<file path="src/cfgclk_defines.svh">
// constants for the configuration word decoder and clock mode sequencer
`ifndef CFGCLK_DEFINES_SVH
`define CFGCLK_DEFINES_SVH

// ****************************************
// configuration word location and layout
// ****************************************
`define CFGCLK_CFG_ADDR         12'hffc
`define CFGCLK_CFG_RESET        14'h3fe0
`define CFGCLK_BIT_GUARD_N      13
`define CFGCLK_BIT_REUSE_N      12
`define CFGCLK_LVR_HI           11
`define CFGCLK_LVR_LO           10
`define CFGCLK_SRC_HI           9
`define CFGCLK_SRC_LO           8
`define CFGCLK_BIT_PIN_RST      7
`define CFGCLK_BIT_WDT_RST      6
`define CFGCLK_BIT_TEST         5
`define CFGCLK_TRIM_HI          4
`define CFGCLK_TRIM_LO          0

// ****************************************
// program memory map
// ****************************************
`define CFGCLK_HALF_LAST        12'h7ff
`define CFGCLK_RESERVED_FIRST   12'hffc
`define CFGCLK_RST_VEC_LOW      12'h000
`define CFGCLK_INT_VEC_LOW      12'h001
`define CFGCLK_RST_VEC_HIGH     12'h800
`define CFGCLK_INT_VEC_HIGH     12'h801

`endif

</file>
<file path="src/cfgclk_pkg.sv">
// types shared by the configuration decoder and clock mode sequencer
package cfgclk_pkg;

    typedef enum logic [1:0] {
        MODE_FAST = 2'b00,
        MODE_SLOW = 2'b01,
        MODE_IDLE = 2'b10,
        MODE_STOP = 2'b11
    } cfgclk_mode_e;

    typedef enum logic [1:0] {
        LD_REQ  = 2'b00,
        LD_WAIT = 2'b01,
        LD_DONE = 2'b10
    } cfgclk_load_e;

    typedef enum logic [1:0] {
        SW_FAST    = 2'b00,
        SW_TO_SLOW = 2'b01,
        SW_SLOW    = 2'b10,
        SW_TO_FAST = 2'b11
    } cfgclk_sw_e;

    // fast source codes of the configuration word
    typedef enum logic [1:0] {
        SRC_EXT_RC   = 2'b00,
        SRC_FAST_RC  = 2'b01,
        SRC_SLOW_XTL = 2'b10,
        SRC_FAST_XTL = 2'b11
    } cfgclk_fast_src_e;

    // low-voltage reset mode codes
    typedef enum logic [1:0] {
        LVR_3V2      = 2'b00,
        LVR_2V3      = 2'b01,
        LVR_1V5_WAKE = 2'b10,
        LVR_1V5      = 2'b11
    } cfgclk_lvr_e;

endpackage

</file>
<file path="src/cfgclk_ctrl.sv">
// configuration word loader/decoder and dual clock mode sequencer
`timescale 1ns/1ps
`include "cfgclk_defines.svh"

module cfgclk_ctrl (
    // clock and reset
    input  wire logic        i_clock,
    input  wire logic        i_rst,
    // program ROM read port for the configuration word
    output logic [11:0]      o_rom_addr,
    output logic             o_rom_rd,
    input  wire logic [13:0] i_rom_data,
    input  wire logic        i_rom_valid,
    // program readout request from the debug/reader path
    input  wire logic        i_read_req,
    input  wire logic [11:0] i_read_addr,
    output logic             o_read_blocked,
    // clock control from firmware
    input  wire logic        i_slow_enable,
    input  wire logic        i_slow_clock_switch,
    input  wire logic        i_fast_stop,
    input  wire logic        i_timer2_clock_select,
    input  wire logic [1:0]  i_slow_source_type,
    input  wire logic [1:0]  i_fast_rc_freq_select,
    input  wire logic        i_sleep,
    // wake events
    input  wire logic        i_external_interrupt,
    input  wire logic        i_port_b_wakeup,
    input  wire logic        i_wakeup_timer,
    input  wire logic        i_timer2_interrupt,
    // oscillator ticks
    input  wire logic        i_fast_tick,
    input  wire logic        i_slow_tick,
    // decoded configuration
    output logic [13:0]      o_system_config_word,
    output logic             o_cfg_valid,
    output logic             o_readout_guard_n,
    output logic             o_rom_second_half_n,
    output logic [1:0]       o_low_voltage_reset_mode,
    output logic             o_lvr_active,
    output logic [1:0]       o_fast_source_select,
    output logic             o_pin_reset_enable,
    output logic             o_watchdog_reset_enable,
    output logic [4:0]       o_fast_rc_trim,
    output logic [1:0]       o_fast_rc_freq_select,
    output logic [11:0]      o_reset_vector,
    output logic [11:0]      o_int_vector,
    // clock mode results
    output logic [1:0]       o_mode,
    output logic             o_fetch_halt,
    output logic             o_fast_osc_en,
    output logic             o_slow_osc_en,
    output logic [1:0]       o_slow_source_sel,
    output logic             o_cpu_tick,
    output logic             o_periph_tick,
    output logic             o_periph_on_slow,
    output logic             o_timer2_tick,
    output logic             o_timer2_on_fast
);

    typedef struct packed {
        cfgclk_pkg::cfgclk_load_e load;
        cfgclk_pkg::cfgclk_mode_e mode;
        logic [13:0]              cfg;
        logic                     rom_rd;
        logic                     read_blocked;
        logic [1:0]               rc_freq;
        logic [1:0]               slow_sel;
        logic                     fast_osc;
        logic                     slow_osc;
        logic                     lvr_active;
        logic                     cpu_tick;
        logic                     periph_tick;
        logic                     periph_slow;
        logic                     tm2_tick;
        logic                     tm2_fast;
    } cfgclk_ctrl_s;

    cfgclk_ctrl_s st_ff;
    cfgclk_ctrl_s nxt_st;

    logic sw_tick;
    logic sw_on_slow;
    logic running;
    logic loaded;
    logic wake_any;
    logic reuse_on;

    // ****************************************
    // helpers
    // ****************************************
    function automatic logic guard_hit(input logic [13:0] cfg, input logic [11:0] addr);
        logic reuse;
        reuse = !cfg[`CFGCLK_BIT_REUSE_N];
        if (cfg[`CFGCLK_BIT_GUARD_N]) begin
            guard_hit = 1'b0;
        end else if (reuse) begin
            guard_hit = (addr < `CFGCLK_RESERVED_FIRST);
        end else begin
            guard_hit = (addr <= `CFGCLK_HALF_LAST);
        end
    endfunction

    // the CPU keeps the fast source until it is told to leave; in SLOW with the
    // fast oscillator stopped the switch can only go back once it runs again
    cfgclk_clk_switch u_switch (
        .i_clock     (i_clock),
        .i_rst       (i_rst),
        .i_fast_tick (i_fast_tick),
        .i_slow_tick (i_slow_tick),
        .i_sel_slow  (st_ff.mode == cfgclk_pkg::MODE_SLOW),
        .o_tick      (sw_tick),
        .o_on_slow   (sw_on_slow)
    );

    assign loaded   = (st_ff.load == cfgclk_pkg::LD_DONE);
    assign running  = loaded && (st_ff.mode == cfgclk_pkg::MODE_FAST || st_ff.mode == cfgclk_pkg::MODE_SLOW);
    assign reuse_on = !st_ff.cfg[`CFGCLK_BIT_REUSE_N];

    // ****************************************
    // next state
    // ****************************************
    always_comb begin
        nxt_st        = st_ff;
        nxt_st.rom_rd = 1'b0;
        wake_any      = i_external_interrupt || i_port_b_wakeup || i_wakeup_timer;

        // word is read once from its fixed address and never written here
        case (st_ff.load)
            cfgclk_pkg::LD_REQ: begin
                nxt_st.rom_rd = 1'b1;
                nxt_st.load   = cfgclk_pkg::LD_WAIT;
            end
            cfgclk_pkg::LD_WAIT: begin
                if (i_rom_valid) begin
                    nxt_st.cfg  = i_rom_data;
                    nxt_st.load = cfgclk_pkg::LD_DONE;
                end
            end
            cfgclk_pkg::LD_DONE: begin
                nxt_st.load = cfgclk_pkg::LD_DONE;
            end
            default: begin
                nxt_st.load = cfgclk_pkg::LD_REQ;
            end
        endcase

        nxt_st.read_blocked = i_read_req && guard_hit(st_ff.cfg, i_read_addr);
        nxt_st.rc_freq      = i_fast_rc_freq_select;
        nxt_st.slow_sel     = i_slow_source_type;

        if (loaded) begin
            case (st_ff.mode)
                cfgclk_pkg::MODE_FAST: begin
                    if (i_sleep) begin
                        if (i_slow_enable && !i_timer2_clock_select) begin
                            nxt_st.mode = cfgclk_pkg::MODE_IDLE;
                        end else begin
                            nxt_st.mode = cfgclk_pkg::MODE_STOP;
                        end
                    end else if (i_slow_clock_switch && i_slow_enable) begin
                        nxt_st.mode = cfgclk_pkg::MODE_SLOW;
                    end
                end
                cfgclk_pkg::MODE_SLOW: begin
                    if (i_sleep) begin
                        if (i_slow_enable && !i_timer2_clock_select) begin
                            nxt_st.mode = cfgclk_pkg::MODE_IDLE;
                        end else begin
                            nxt_st.mode = cfgclk_pkg::MODE_STOP;
                        end
                    end else if (!i_slow_clock_switch && !i_fast_stop) begin
                        nxt_st.mode = cfgclk_pkg::MODE_FAST;
                    end
                end
                cfgclk_pkg::MODE_IDLE: begin
                    if (wake_any || i_timer2_interrupt) begin
                        nxt_st.mode = i_slow_clock_switch ? cfgclk_pkg::MODE_SLOW : cfgclk_pkg::MODE_FAST;
                    end
                end
                cfgclk_pkg::MODE_STOP: begin
                    if (wake_any) begin
                        nxt_st.mode = i_slow_clock_switch ? cfgclk_pkg::MODE_SLOW : cfgclk_pkg::MODE_FAST;
                    end
                end
                default: begin
                    nxt_st.mode = cfgclk_pkg::MODE_FAST;
                end
            endcase
        end

        // oscillator power
        case (st_ff.mode)
            cfgclk_pkg::MODE_FAST: begin
                nxt_st.fast_osc = 1'b1;
                nxt_st.slow_osc = i_slow_enable;
            end
            cfgclk_pkg::MODE_SLOW: begin
                nxt_st.fast_osc = !i_fast_stop;
                nxt_st.slow_osc = 1'b1;
            end
            cfgclk_pkg::MODE_IDLE: begin
                nxt_st.fast_osc = 1'b0;
                nxt_st.slow_osc = 1'b1;
            end
            default: begin
                nxt_st.fast_osc = 1'b0;
                nxt_st.slow_osc = 1'b0;
            end
        endcase

        // cpu and peripheral ticks follow the glitch-free switch output
        nxt_st.cpu_tick    = running && sw_tick;
        nxt_st.periph_tick = running && sw_tick;
        nxt_st.periph_slow = sw_on_slow;

        // timer 2 source
        nxt_st.tm2_fast = (st_ff.mode == cfgclk_pkg::MODE_FAST) && i_timer2_clock_select
                          && !i_slow_clock_switch;
        case (st_ff.mode)
            cfgclk_pkg::MODE_FAST: begin
                nxt_st.tm2_tick = nxt_st.tm2_fast ? i_fast_tick : (i_slow_enable && i_slow_tick);
            end
            cfgclk_pkg::MODE_SLOW,
            cfgclk_pkg::MODE_IDLE: begin
                nxt_st.tm2_tick = i_slow_tick;
            end
            default: begin
                nxt_st.tm2_tick = 1'b0;
            end
        endcase
        if (!loaded) begin
            nxt_st.tm2_tick = 1'b0;
        end

        // 1.5V mode with sleep disable drops out in IDLE and STOP
        nxt_st.lvr_active = !((st_ff.cfg[`CFGCLK_LVR_HI:`CFGCLK_LVR_LO] == cfgclk_pkg::LVR_1V5_WAKE)
                              && (st_ff.mode == cfgclk_pkg::MODE_IDLE || st_ff.mode == cfgclk_pkg::MODE_STOP));
    end

    // ****************************************
    // state register
    // ****************************************
    always_ff @(posedge i_clock or posedge i_rst) begin
        if (i_rst) begin
            st_ff <= '{load: cfgclk_pkg::LD_REQ, mode: cfgclk_pkg::MODE_FAST, cfg: `CFGCLK_CFG_RESET,
                       rom_rd: 1'b0, read_blocked: 1'b0, rc_freq: 2'b00, slow_sel: 2'b00,
                       fast_osc: 1'b1, slow_osc: 1'b0, lvr_active: 1'b1, cpu_tick: 1'b0,
                       periph_tick: 1'b0, periph_slow: 1'b0, tm2_tick: 1'b0, tm2_fast: 1'b0};
        end else begin
            st_ff <= nxt_st;
        end
    end

    // ****************************************
    // outputs
    // ****************************************
    assign o_rom_addr               = `CFGCLK_CFG_ADDR;
    assign o_rom_rd                 = st_ff.rom_rd;
    assign o_read_blocked           = st_ff.read_blocked;
    assign o_system_config_word     = st_ff.cfg;
    assign o_cfg_valid              = loaded;
    assign o_readout_guard_n        = st_ff.cfg[`CFGCLK_BIT_GUARD_N];
    assign o_rom_second_half_n      = st_ff.cfg[`CFGCLK_BIT_REUSE_N];
    assign o_low_voltage_reset_mode = st_ff.cfg[`CFGCLK_LVR_HI:`CFGCLK_LVR_LO];
    assign o_lvr_active             = st_ff.lvr_active;
    assign o_fast_source_select     = st_ff.cfg[`CFGCLK_SRC_HI:`CFGCLK_SRC_LO];
    assign o_pin_reset_enable       = st_ff.cfg[`CFGCLK_BIT_PIN_RST];
    assign o_watchdog_reset_enable  = st_ff.cfg[`CFGCLK_BIT_WDT_RST];
    assign o_fast_rc_trim           = st_ff.cfg[`CFGCLK_TRIM_HI:`CFGCLK_TRIM_LO];
    assign o_fast_rc_freq_select    = st_ff.rc_freq;
    assign o_reset_vector           = reuse_on ? `CFGCLK_RST_VEC_HIGH : `CFGCLK_RST_VEC_LOW;
    assign o_int_vector             = reuse_on ? `CFGCLK_INT_VEC_HIGH : `CFGCLK_INT_VEC_LOW;
    assign o_mode                   = st_ff.mode;
    assign o_fetch_halt             = !running;
    assign o_fast_osc_en            = st_ff.fast_osc;
    assign o_slow_osc_en            = st_ff.slow_osc;
    assign o_slow_source_sel        = st_ff.slow_sel;
    assign o_cpu_tick               = st_ff.cpu_tick;
    assign o_periph_tick            = st_ff.periph_tick;
    assign o_periph_on_slow         = st_ff.periph_slow;
    assign o_timer2_tick            = st_ff.tm2_tick;
    assign o_timer2_on_fast         = st_ff.tm2_fast;

    // ****************************************
    // checks
    // ****************************************
    chk_tm2_fast_sel: assert property (
        @(posedge i_clock) disable iff (i_rst)
        (loaded && st_ff.mode == cfgclk_pkg::MODE_FAST && i_timer2_clock_select && !i_slow_clock_switch)
        |=> o_timer2_on_fast)
        else $error("timer 2 not on fast clock when selected");

    chk_stop_osc_off: assert property (
        @(posedge i_clock) disable iff (i_rst)
        (st_ff.mode == cfgclk_pkg::MODE_STOP) [*2] |-> !o_fast_osc_en && !o_slow_osc_en && !o_timer2_tick)
        else $error("oscillator still powered in stop mode");

    chk_fetch_after_load: assert property (
        @(posedge i_clock) disable iff (i_rst)
        !loaded |-> o_fetch_halt && !o_cpu_tick)
        else $error("fetch allowed before configuration load");

    chk_cfg_stable: assert property (
        @(posedge i_clock) disable iff (i_rst)
        loaded |=> $stable(o_system_config_word))
        else $error("configuration word changed after load");

    chk_readout_guard: assert property (
        @(posedge i_clock) disable iff (i_rst)
        (i_read_req && !st_ff.cfg[`CFGCLK_BIT_GUARD_N] && i_read_addr <= `CFGCLK_HALF_LAST) |=> o_read_blocked)
        else $error("first half readable while guarded");

    chk_vector_reuse: assert property (
        @(posedge i_clock) disable iff (i_rst)
        !o_rom_second_half_n |-> (o_reset_vector == `CFGCLK_RST_VEC_HIGH) && (o_int_vector == `CFGCLK_INT_VEC_HIGH))
        else $error("vectors not moved in reuse mode");

    chk_idle_entry: assert property (
        @(posedge i_clock) disable iff (i_rst)
        (loaded && running && i_sleep && i_slow_enable && !i_timer2_clock_select)
        |=> (o_mode == cfgclk_pkg::MODE_IDLE) ##1 o_slow_osc_en)
        else $error("sleep with slow clock did not enter idle");

    chk_stop_wake_tm2: assert property (
        @(posedge i_clock) disable iff (i_rst)
        (st_ff.mode == cfgclk_pkg::MODE_STOP && !i_external_interrupt && !i_port_b_wakeup && !i_wakeup_timer)
        |=> (o_mode == cfgclk_pkg::MODE_STOP))
        else $error("stop mode left without a valid wake event");

    chk_reset_fast: assert property (
        @(posedge i_clock) disable iff (i_rst)
        $fell(o_fetch_halt) && !$past(loaded) |-> o_mode == cfgclk_pkg::MODE_FAST)
        else $error("first fetch not in fast mode");

endmodule // cfgclk_ctrl

</file>
<file path="src/cfgclk_clk_switch.sv">
// glitch-free selection between fast and slow clock enable ticks
`timescale 1ns/1ps
`include "cfgclk_defines.svh"

module cfgclk_clk_switch (
    // clock and reset
    input  wire logic i_clock,
    input  wire logic i_rst,
    // source ticks
    input  wire logic i_fast_tick,
    input  wire logic i_slow_tick,
    // control
    input  wire logic i_sel_slow,
    // result
    output logic      o_tick,
    output logic      o_on_slow
);

    typedef struct packed {
        cfgclk_pkg::cfgclk_sw_e state;
        logic                   tick;
        logic                   on_slow;
    } cfgclk_sw_s;

    cfgclk_sw_s st_ff;
    cfgclk_sw_s nxt_st;

    // ****************************************
    // switch sequencing
    // ****************************************
    // the first tick of the new source after the old one is dropped is
    // discarded, so the gap before the next passed tick is a full period
    always_comb begin
        nxt_st      = st_ff;
        nxt_st.tick = 1'b0;
        case (st_ff.state)
            cfgclk_pkg::SW_FAST: begin
                if (i_sel_slow) begin
                    nxt_st.state = cfgclk_pkg::SW_TO_SLOW;
                end else begin
                    nxt_st.tick = i_fast_tick;
                end
            end
            cfgclk_pkg::SW_TO_SLOW: begin
                if (i_slow_tick) begin
                    nxt_st.state   = cfgclk_pkg::SW_SLOW;
                    nxt_st.on_slow = 1'b1;
                end
            end
            cfgclk_pkg::SW_SLOW: begin
                if (!i_sel_slow) begin
                    nxt_st.state = cfgclk_pkg::SW_TO_FAST;
                end else begin
                    nxt_st.tick = i_slow_tick;
                end
            end
            cfgclk_pkg::SW_TO_FAST: begin
                if (i_fast_tick) begin
                    nxt_st.state   = cfgclk_pkg::SW_FAST;
                    nxt_st.on_slow = 1'b0;
                end
            end
            default: begin
                nxt_st.state = cfgclk_pkg::SW_FAST;
            end
        endcase
    end

    always_ff @(posedge i_clock or posedge i_rst) begin
        if (i_rst) begin
            st_ff <= '{state: cfgclk_pkg::SW_FAST, tick: 1'b0, on_slow: 1'b0};
        end else begin
            st_ff <= nxt_st;
        end
    end

    assign o_tick    = st_ff.tick;
    assign o_on_slow = st_ff.on_slow;

    // ****************************************
    // checks
    // ****************************************
    // a source change must sit inside a tick-free gap on both sides
    chk_switch_no_tick: assert property (
        @(posedge i_clock) disable iff (i_rst)
        $changed(st_ff.on_slow) |-> !st_ff.tick && !$past(st_ff.tick))
        else $error("tick passed next to a clock source change");

endmodule // cfgclk_clk_switch

</file>
<file path="config.mk">
export PLATFORM = sky130hd
export DESIGN_NAME = cfgclk_ctrl
export DESIGN_NICKNAME = d
export VERILOG_FILES = /design/src/cfgclk_pkg.sv /design/src/cfgclk_ctrl.sv /design/src/cfgclk_clk_switch.sv
export VERILOG_INCLUDE_DIRS = /design/src /design/src/src
export SDC_FILE = /design/constraint.sdc
export NUM_CORES = 1
export LEC_CHECK = 0
export BUFFER_PORTS_ARGS = -buffer_cell sky130_fd_sc_hd__buf_4
export CORE_UTILIZATION = 39
export DETAILED_ROUTE_END_ITERATION = 12
export PLACE_DENSITY_LB_ADDON = 0.12
export SLEW_MARGIN = 20
export SYNTH_ARGS = -nofsm -noshare
export SYNTH_HDL_FRONTEND = slang
export SYNTH_SLANG_ARGS = --single-unit
</file>
<file path="constraint.sdc">
create_clock -name i_clock -period 1.6 [get_ports i_clock]
set_clock_uncertainty 0.1 [all_clocks]
set_input_delay 0.32 -clock i_clock [delete_from_list [all_inputs] [get_ports i_clock]]
set_output_delay 0.32 -clock i_clock [all_outputs]
set_load 0.005 [all_outputs]
</file>
=== Word level (Yosys, flattened, before mapping) ===
Cells that the tools add are included.

* $lt $le $gt $ge: 2
* Equal/unequal tests: 18
* Multiplexer cells: 31
* Reductions and logical operators: 29

{| class="wikitable"
|+ Operator list
! operator !! number
|-
| $mux 12 || 2
|-
| $mux 2 || 11
|-
| $pmux 2 s4 || 2
|-
| $eq 2x2->1 const B || 6
|-
| $le 12x11->1 const B || 1
|-
| $lt 12x12->1 const B || 1
|-
| $ne 2x2->1 const B || 6
|-
| $pmux 2 s3 || 2
|-
| $mux 1 || 11
|-
| $logic_and 1x1->1 || 10
|-
| $eq 2x1->1 const B || 3
|-
| $logic_not 2->1 || 3
|-
| $pmux 1 s2 || 3
|-
| $logic_not 1->1 || 5
|-
| $logic_or 1x1->1 || 5
|-
| $reduce_and 5->1 || 1
|-
| $reduce_and 4->1 || 1
|-
| $ne 3x2->1 const B || 1
|-
| $ne 3x3->1 const B || 1
|-
| $reduce_and 3->1 || 1
|-
| $ne 2x1->1 const B || 1
|-
| $reduce_and 2->1 || 1
|-
| $reduce_bool 2->1 || 1
|-
| $reduce_or 2->1 || 1
|}

* Flip-flop bits (word level): 35
* Input bits: 45
* Output and inout bits: 81
* Word-level logic and storage cells: 97

=== Logic depth before layout (Yosys ltp) ===
Gate-level depths: netlist (run 1).

* Word-level depth: 6
* Gate-level depth with buffers: 7
* Gate-level depth less buffers: 6

=== Hierarchy ===
From an unflattened synthesis (run 1), not the netlist that was laid out.

* Cells, all modules: 194
* Area, all modules: 2090.8 um^2

{| class="wikitable"
|+ By module, submodules not included
! module !! instances !! cells an instance !! area an instance (um^2) !! seq. area each (um^2)
|-
| cfgclk_ctrl || 1 || 169 || 1816.7 || 789.5
|-
| cfgclk_clk_switch || 1 || 25 || 274.0 || 100.1
|}

=== Least setup slack after synthesis (run 1) ===
OpenSTA, ideal clock, no wires.

* Path kind: register to register
* From: reg st_ff (netlist bit o_mode[1])
* To: reg st_ff (netlist bit o_mode[0])
* Library setup time: 0.125 ns
* Arrival time: 1.462 ns
* Data required time: 1.375 ns
* Path slack: -0.087 ns
* Cell stages (with the launch flop): 8
* Path buffers: 1
* Period minus slack after synthesis: 1.687 ns
* Cell sequence: dfrtp_1 -> inv_1 -> ha_1 -> buf_6 -> o21a_1 -> o221ai_2 -> nand3_2 -> mux2_4

* Longest elaborated chain between the ends: 3
* Elaborated cells on any way between the ends: 10
* Those cells by class: eq/ne: 7; mux: 1; reduce/logical: 2

{| class="wikitable"
|+ Ends and longest elaborated chain
! item !! RTL line !! text
|-
| from (decl) || cfgclk_ctrl.sv:79 || <nowiki>cfgclk_ctrl_s st_ff;</nowiki>
|-
| from (signal assigned) || cfgclk_ctrl.sv:246 || <nowiki>st_ff <= '{load: cfgclk_pkg::LD_REQ, mode: cfgclk_pkg::MODE_FAST, cfg: `CFGCLK_CFG_RESET,</nowiki>
|-
| from (signal assigned) || cfgclk_ctrl.sv:251 || <nowiki>st_ff <= nxt_st;</nowiki>
|-
| $eq 2x1->1 (tied with other cells) || cfgclk_ctrl.sv:153 || <nowiki>case (st_ff.mode)</nowiki>
|-
| $ne 3x3->1 (no line) (tied with other cells) || -- ||
|-
| $reduce_and 5->1 (no line) || -- ||
|}

Several ways; a longest one is shown, not always the timed one.
A chain may end at the register's enable or synchronous reset.

=== Worst setup path in the final report (run 1) ===
* From: reg st_ff (netlist bit o_mode[0])
* To: out o_fetch_halt

* Longest elaborated chain between the ends: 4
* Elaborated cells on any way between the ends: 5
* Those cells by class: eq/ne: 1; reduce/logical: 4

{| class="wikitable"
|+ Ends and longest elaborated chain
! item !! RTL line !! text
|-
| $eq 2x1->1 or $logic_not 2->1 (tied branches) || cfgclk_ctrl.sv:117 || <nowiki>assign running = loaded && (st_ff.mode == cfgclk_pkg::MODE_FAST || st_ff.mode == cfgclk_pkg::MODE_SLOW);</nowiki>
|-
| $logic_or 1x1->1 (*) || cfgclk_ctrl.sv:117 ||
|-
| $logic_and 1x1->1 (*) || cfgclk_ctrl.sv:117 ||
|-
| $logic_not 1->1 (*) || cfgclk_ctrl.sv:275 || <nowiki>assign o_fetch_halt = !running;</nowiki>
|-
| to (decl) || cfgclk_ctrl.sv:50 || <nowiki>output logic o_fetch_halt,</nowiki>
|}

Mark *: on every way between the ends. The rest lies on a longest branch, timed or not.

==> metrics.md, run 1 <==
| Metric | Value |
|---|---|
| Seq/Total Area, Yosys | 42.5% |
| Reg2reg start | o_mode[0]$_DFFE_PP0P_ |
| Clock Power Share | 12.7% |
| # rows | 26 |
| Period utilisation layout | 108% |
| WL/cell | 11.3 um |
| Synth Register Bits | 35 |
| First DRT Iteration DRCs | 43 |
| Tmin final | 1730 ps |
| Setup crit start | o_mode[0]$_DFFE_PP0P_ |
| Final-stage net count | 333 |
| Clk_lat worst skew | 280 ps |
| Vias in the first global route | 1337 |
| Hold_ws | 39.9 ps |
| Final WL | 3930 um |
| CP endpoint kind | output port |
| Comb power frac | 54.3% |
| Total global routing overflow | 0 |
| Worst Setup EP | o_fetch_halt |
| Tot GR Track Use | 14.1% |
| H-tree Lvls | 2 |
| Initial core utilization | 40.7% |
| First-pass GRT wire length | 5870 um |
| WS Path Type | flip-flop to output port |
| Final GP Congestion | 0.810 |
| Cells after Synth | 196 |
| Synth Warn # | 0 |
| Critical Path Max Stage Delay | 440 ps |
| Final Max Tran Viols | 0 |
| Status | complete, but fails checks |
| Layout cell share with drive strength beyond 1 | 56.3% |
| Die width | 75.3 um |
| Worst VDD drop | 792 uV |
| Sum of net half-perimeters after detailed placement | 3020 um |
| Core Footprint | 0.00514 sq mm |
| Num CTS Buffers | 5 |
| Post-synthesis cell area | 0.00209 sq mm |
| Critical path depth in cells | 4 |
| Largest net degree at the start of global routing | 31 |
| Clock Path Buffers | 2 |
| Synth cell types | 34 |
| FF-to-FF setup slack | -90 ps |
| Filler cell count in the final layout | 477 |
| Initial antenna violation count | 0 |
| RSZ-0062 raised after global routing | true |
| Final ANT Viol Nets | 0 |
| Max-cap violations | 0 |
| DRT Pass-1 Iters | 4 |
| Number of port buffers | 89 |
| Internal power | 3310 uW |
| Sequential power share | 33.0% |
| R2r worst-path depth | 6 |
| Post-Layout Cell Count | 347 |
| CTS clk-pin slew, worst paths | 70 ps |
| Worst path buffer plus inverter count | 2 |
| Via density | 4.18 |
| Commonest non-fill, non-tap cell in the layout | buf_4 |
| Die Ht | 75.3 um |
| Root Driver | clkbuf_8 |
| Asr flop ratio synth | 100% |
| Leak | 0.00143 uW |
| # IOs | 126 |
| ANT cells | 0 |
| Final hold viol count | 0 |
| Post-Place Worst Slack | -60.0 ps |
| WP data arrival | 1310 ps |
| Worst hold-check path type | input pin to flip-flop |
| Die area | 0.00566 sq mm |
| Total Power | 4930 uW |
| Max Fclk | 0.579 GHz |
| Final count of negative-setup-slack endpoints | 4 |
| Vias post-DR | 1451 |
| Drc violations | 0 |
| Most frequent cells in the layout | buf_4, conb_1, dfrtp_1 |
| Pwr/cell area | 1740 mW/mm^2 |
| CTS tree | built |
| Crit-path leading delay family | flip-flops |
| Layout overhead on the synthesized area | 35.3% |
| Critical-path top delay cell | dfrtp_2 |
| CTS Sinks | 35 |
| Switching Fraction | 32.9% |
| Final WS setup | -127 ps |
| Cells along the critical path | buf_12 -> ha_4 -> o21ai_4 -> buf_6 |
| Failing checks | negative setup slack |
| Crit-path max FO | 6 |
| Syn avg cell area | 10.7 sq um |
| CP required | 1180 ps |
| Setup crit start kind | flip-flop |
| Main synth FF type | dfrtp_1 |
| Post-DP Area | 0.00263 sq mm |
| Net Switching | 1620 uW |
| Cell total after placement | 335 |
| Worst R2R End | o_mode[0]$_DFFE_PP0P_ |
| Post-synth EDFFs | 0 |
| Final instance area | 0.00283 sq mm |
-- power groups by stage --
| stage | logic [uW] | clock network (uW) | registers [uW] |
|---|---|---|---|
| floorplan | 1620 | 0 | 1600 |
| global placement | 2410 | 0 | 1640 |
| detailed placement | 2440 | 0 | 1650 |
| CTS | 2580 | 643 | 1640 |
| global route | 3000 | 686 | 1690 |
| finish | 2680 | 626 | 1630 |
-- cells by family (layout without fill, tap and decap cells) --
kind of cell | count (synthesis) | in the layout | share of synthesized area, %
other | 2 | 34 | 0.359
and+or+nand+nor | 26 | 26 | 6.75
DFF | 35 | 35 | 42.5
buffers and inverters | 81 | 130 | 26.6
muxes | 17 | 17 | 9.26
AOI/OAI and AO/OA | 23 | 23 | 7.35
adders and majority gates | 12 | 12 | 7.17
-- state kept, by name, indices dropped and copies added, names as in the netlist, 2 cells and up --
signal                 cells
o_mode                     2
u_switch.st_ff             2
st_ff                      2
o_system_config_word      14
o_fast_rc_freq_select      2
o_slow_source_sel          2
-- layout make-up --
type | instances | area (sq um) | area share, %
Timing Repair Buffer | 108 | 866 | 30.6
Inverter | 14 | 52.6 | 1.86
Clock buffer | 6 | 72.6 | 2.56
Sequential cell | 35 | 891 | 31.5
Tap cell | 70 | 87.6 | 3.09
Clock inverter | 2 | 12.5 | 0.442
Multi-Input combinational cell | 112 | 850 | 30.0
-- metrics by stage --
stage	TNS [ps]	utilization (%)
finish	-238	55.1
global route	-516	55.1
global placement	-88.2	51.2
CTS	-260	54.3
detailed placement	-60.1	51.2
floorplan	-3.64	-
-- worst min-delay path by stage --
stage / from / to / slack [ps] / cells after the start
after floorplan: i_fast_rc_freq_select[0] / o_fast_rc_freq_select[0]$_DFF_PP0_ / 250 / 0
after global placement: i_rst / o_fast_rc_freq_select[0]$_DFF_PP0_ / 180 / 2
after detailed placement: i_rst / o_fast_rc_freq_select[0]$_DFF_PP0_ / 180 / 2
after CTS: i_slow_source_type[1] / o_slow_source_sel[1]$_DFF_PP0_ / 30 / 1
after global routing: i_slow_source_type[1] / o_slow_source_sel[1]$_DFF_PP0_ / 30 / 1
final: i_slow_source_type[1] / o_slow_source_sel[1]$_DFF_PP0_ / 40 / 1
-- synthesized netlist by cell type, types with 4 or more instances --
library cell  instances  share of area, %
a21oi_1               7               1.7
buf_4                65                23
dfrtp_1              24                29
dfstp_2              11                14
ha_1                 12               7.2
inv_1                14               2.5
mux2_2               15               8.1
nand2_1               8               1.4
nor2_1                4              0.72
o21ai_0               6               1.4
-- layer usage --
layer  GRT usage [%]  routed length, um  up-vias
li1                -                  -      700
met1            16.6               1620      674
met2            24.3               1870       73
met3            4.95                404        4
met4            4.32                 34        0
met5               0                  0        -
-- worst reg2reg max path, delay by kind of cell, from the launching register on --
family	cells	cell delay, ps
flip-flops	1	440
multiplexers	1	300
buffers and inverters	2	290
AO/OA/AOI/OAI	1	200
adder cells (fa/ha/maj)	1	170
AND/OR/NAND/NOR	1	90
-- repair_timing --
item                                   CTS  global route
endpoints found under the hold margin    5             0
setup endpoints to repair                4             6
gates resized for setup                 10             6
setup buffers                            3             0
hold buffers                             1             0
pin swaps                                3             1
(Power assumes the default switching activity.)
==> inputs of run 2 (changes only) <==
==> constraint.sdc (replaced) <==
create_clock -name i_clock -period 1.6 [get_ports i_clock]
set_clock_uncertainty 0.1 [all_clocks]
set_input_delay 0.24 -clock i_clock [delete_from_list [all_inputs] [get_ports i_clock]]
set_output_delay 0.24 -clock i_clock [all_outputs]
set_load 0.005 [all_outputs]
==> metrics.md, run 2 (synthesized netlist as in run 1, its figures left out) <==
| Metric | Value |
|---|---|
| Status | complete, but fails checks |
| Failing checks | negative setup slack |
| Layout cell share with drive strength beyond 1 | 55.2% (-1.1 points) |
| Final-stage net count | 335 (+0.60%) |
| First DRT Iteration DRCs | 37 (-14%) |
| CTS clk-pin slew, worst paths | 70 ps (about the same) |
| Setup crit start kind | flip-flop |
| Largest net degree at the start of global routing | 31 (unchanged) |
| Final count of negative-setup-slack endpoints | 2 (-2) |
| H-tree Lvls | 2 (unchanged) |
| Core Footprint | 0.00514 sq mm (unchanged) |
| Initial core utilization | 40.7% (unchanged) |
| Leak | 0.00144 uW (+0.20%) |
| Drc violations | 0 (unchanged) |
| WL met2 | 1940 um (+3.5%) |
| Root Driver | clkbuf_8 |
| Commonest non-fill, non-tap cell in the layout | buf_4 |
| DRT Pass-1 Iters | 4 (unchanged) |
| Num CTS Buffers | 5 (unchanged) |
| Clock Path Buffers | 2 (unchanged) |
| Max-cap violations | 0 (unchanged) |
| Period utilisation layout | 104% (-4.1 points) |
| WP data arrival | 1320 ps (about the same) |
| WS Path Type | flip-flop to output port |
| Max Fclk | 0.601 GHz (+3.9%) |
| DRT met1 WL | 1700 um (+4.6%) |
| CP required | 1260 ps (+80 ps) |
| CTS tree | built |
| Tot GR Track Use | 14.1% (about the same) |
| Post-Place Worst Slack | -46.0 ps (+14.0 ps) |
| Total Power | 4850 uW (-1.7%) |
| Most frequent cells in the layout | buf_4, conb_1, dfrtp_1 |
| Die Ht | 75.3 um (unchanged) |
| Tmin final | 1660 ps (-64.8 ps) |
| RSZ-0062 raised after global routing | true |
| # rows | 26 (unchanged) |
| Final Max Tran Viols | 0 (unchanged) |
| Final GP Congestion | 0.809 (about the same) |
| Crit-path max FO | 5 (-1) |
| Top sig layer | met4 |
| Via density | 4.15 (-0.64%) |
| WL/cell | 11.6 um (+2.1%) |
| CP endpoint kind | output port |
| CTS Sinks | 35 (unchanged) |
| Total global routing overflow | 0 (unchanged) |
| Final WL | 4040 um (+2.7%) |
| Final ANT Viol Nets | 0 (unchanged) |
| Sum of net half-perimeters after detailed placement | 3070 um (+1.7%) |
| Clk_lat worst skew | 280 ps (about the same) |
| Die area | 0.00566 sq mm (unchanged) |
| Worst hold-check path type | input pin to flip-flop |
| Final Util | 54.9% (-0.15 points) |
| Worst VDD drop | 960 uV (+21%) |
| Initial antenna violation count | 0 (unchanged) |
| Area of the multi-input gates | 821 sq um (-3.4%) |
| Final WS setup | -62.7 ps (+64.8 ps) |
| Register area | 891 sq um (unchanged) |
| Vias post-DR | 1450 (-0.069%) |
| Die width | 75.3 um (unchanged) |
| Max FFs per register | 14 (unchanged) |
| Layout overhead on the synthesized area | 34.9% |
| Number of port buffers | 89 (unchanged) |
| First-pass GRT wire length | 5880 um (+0.12%) |
| Metal3 WL | 376 um (-6.9%) |
| Final hold viol count | 0 (unchanged) |
| ANT cells | 0 (unchanged) |
| Filler cell count in the final layout | 462 (-3.1%) |
| Pwr/cell area | 1720 mW/mm^2 (-1.4%) |
| # IOs | 126 (unchanged) |
| Vias in the first global route | 1329 (-0.60%) |
[run 2: cell types whose count changed in the layout (fill, tap and decap cells not counted), sizes merged]
cell,delta
dlygate4sd3,+4
buf,-2
[run 2: layout make-up]
type / count / share of cell area [%]
multi-input combinational: 112 / 29.1
clock inverter: 2 / 0.443
inverter: 14 / 1.86
clock buffer: 6 / 2.57
sequential: 35 / 31.5
timing repair buffer: 110 / 31.4
tap: 70 / 3.10
[run 2: metal layers]
layer | vias up | track usage [%]
met5 | - | 0
met4 | 0 | 4.32
met3 | 4 | 4.42
met2 | 73 | 25.0
met1 | 666 | 16.3
li1 | 707 | -
[run 2: power breakdown]
part / switching (uW) / internal [uW] / total (uW)
clock: 313 / 304 / 618
combinational: 1000 / 1590 / 2600
sequential: 267 / 1370 / 1630
[run 2: final timing paths]
check,startpoint,slack (ps),cells past startpoint,end
max,o_mode[0]$_DFFE_PP0P_,-60,5,o_fetch_halt
min,i_rom_data[1],90,2,o_system_config_word[1]$_DFFE_PP0P_
max reg2reg,o_mode[0]$_DFFE_PP0P_,-20,6,o_mode[0]$_DFFE_PP0P_
min reg2reg,u_switch.o_on_slow$_DFFE_PP0P_,280,0,o_periph_on_slow$_DFF_PP0_
max in group asynchronous,i_rst,520,4,o_fast_osc_en$_DFF_PP1_
min in group asynchronous,i_rst,360,3,o_fast_rc_freq_select[1]$_DFF_PP0_
[run 2: what timing repair did]
item | CTS | global route
gates resized for setup | 8 | 5
endpoints found under the setup margin | 3 | 6
setup buffers | 3 | 1
hold buffers | 5 | 0
pin swaps | 4 | 5
endpoints found under the hold margin | 9 | 0
[run 2: metrics by stage]
step	setup TNS (ps)	cells	area (sq um)	hold WS, ps
finish	-87.5	349	2820	85.2
global route	-283	349	2820	76.9
CTS	-120	348	2790	72.7
detailed placement	-46.0	332	2600	106
global placement	-15.2	332	2600	98.2
floorplan	-3.64	228	2230	171
[run 2: worst max-delay path, stage by stage (launching register included)]
cell     delay, ps
dfrtp_2        430
buf_6          130
ha_4           170
o21ai_2        120
buf_6          110
buf_6           80
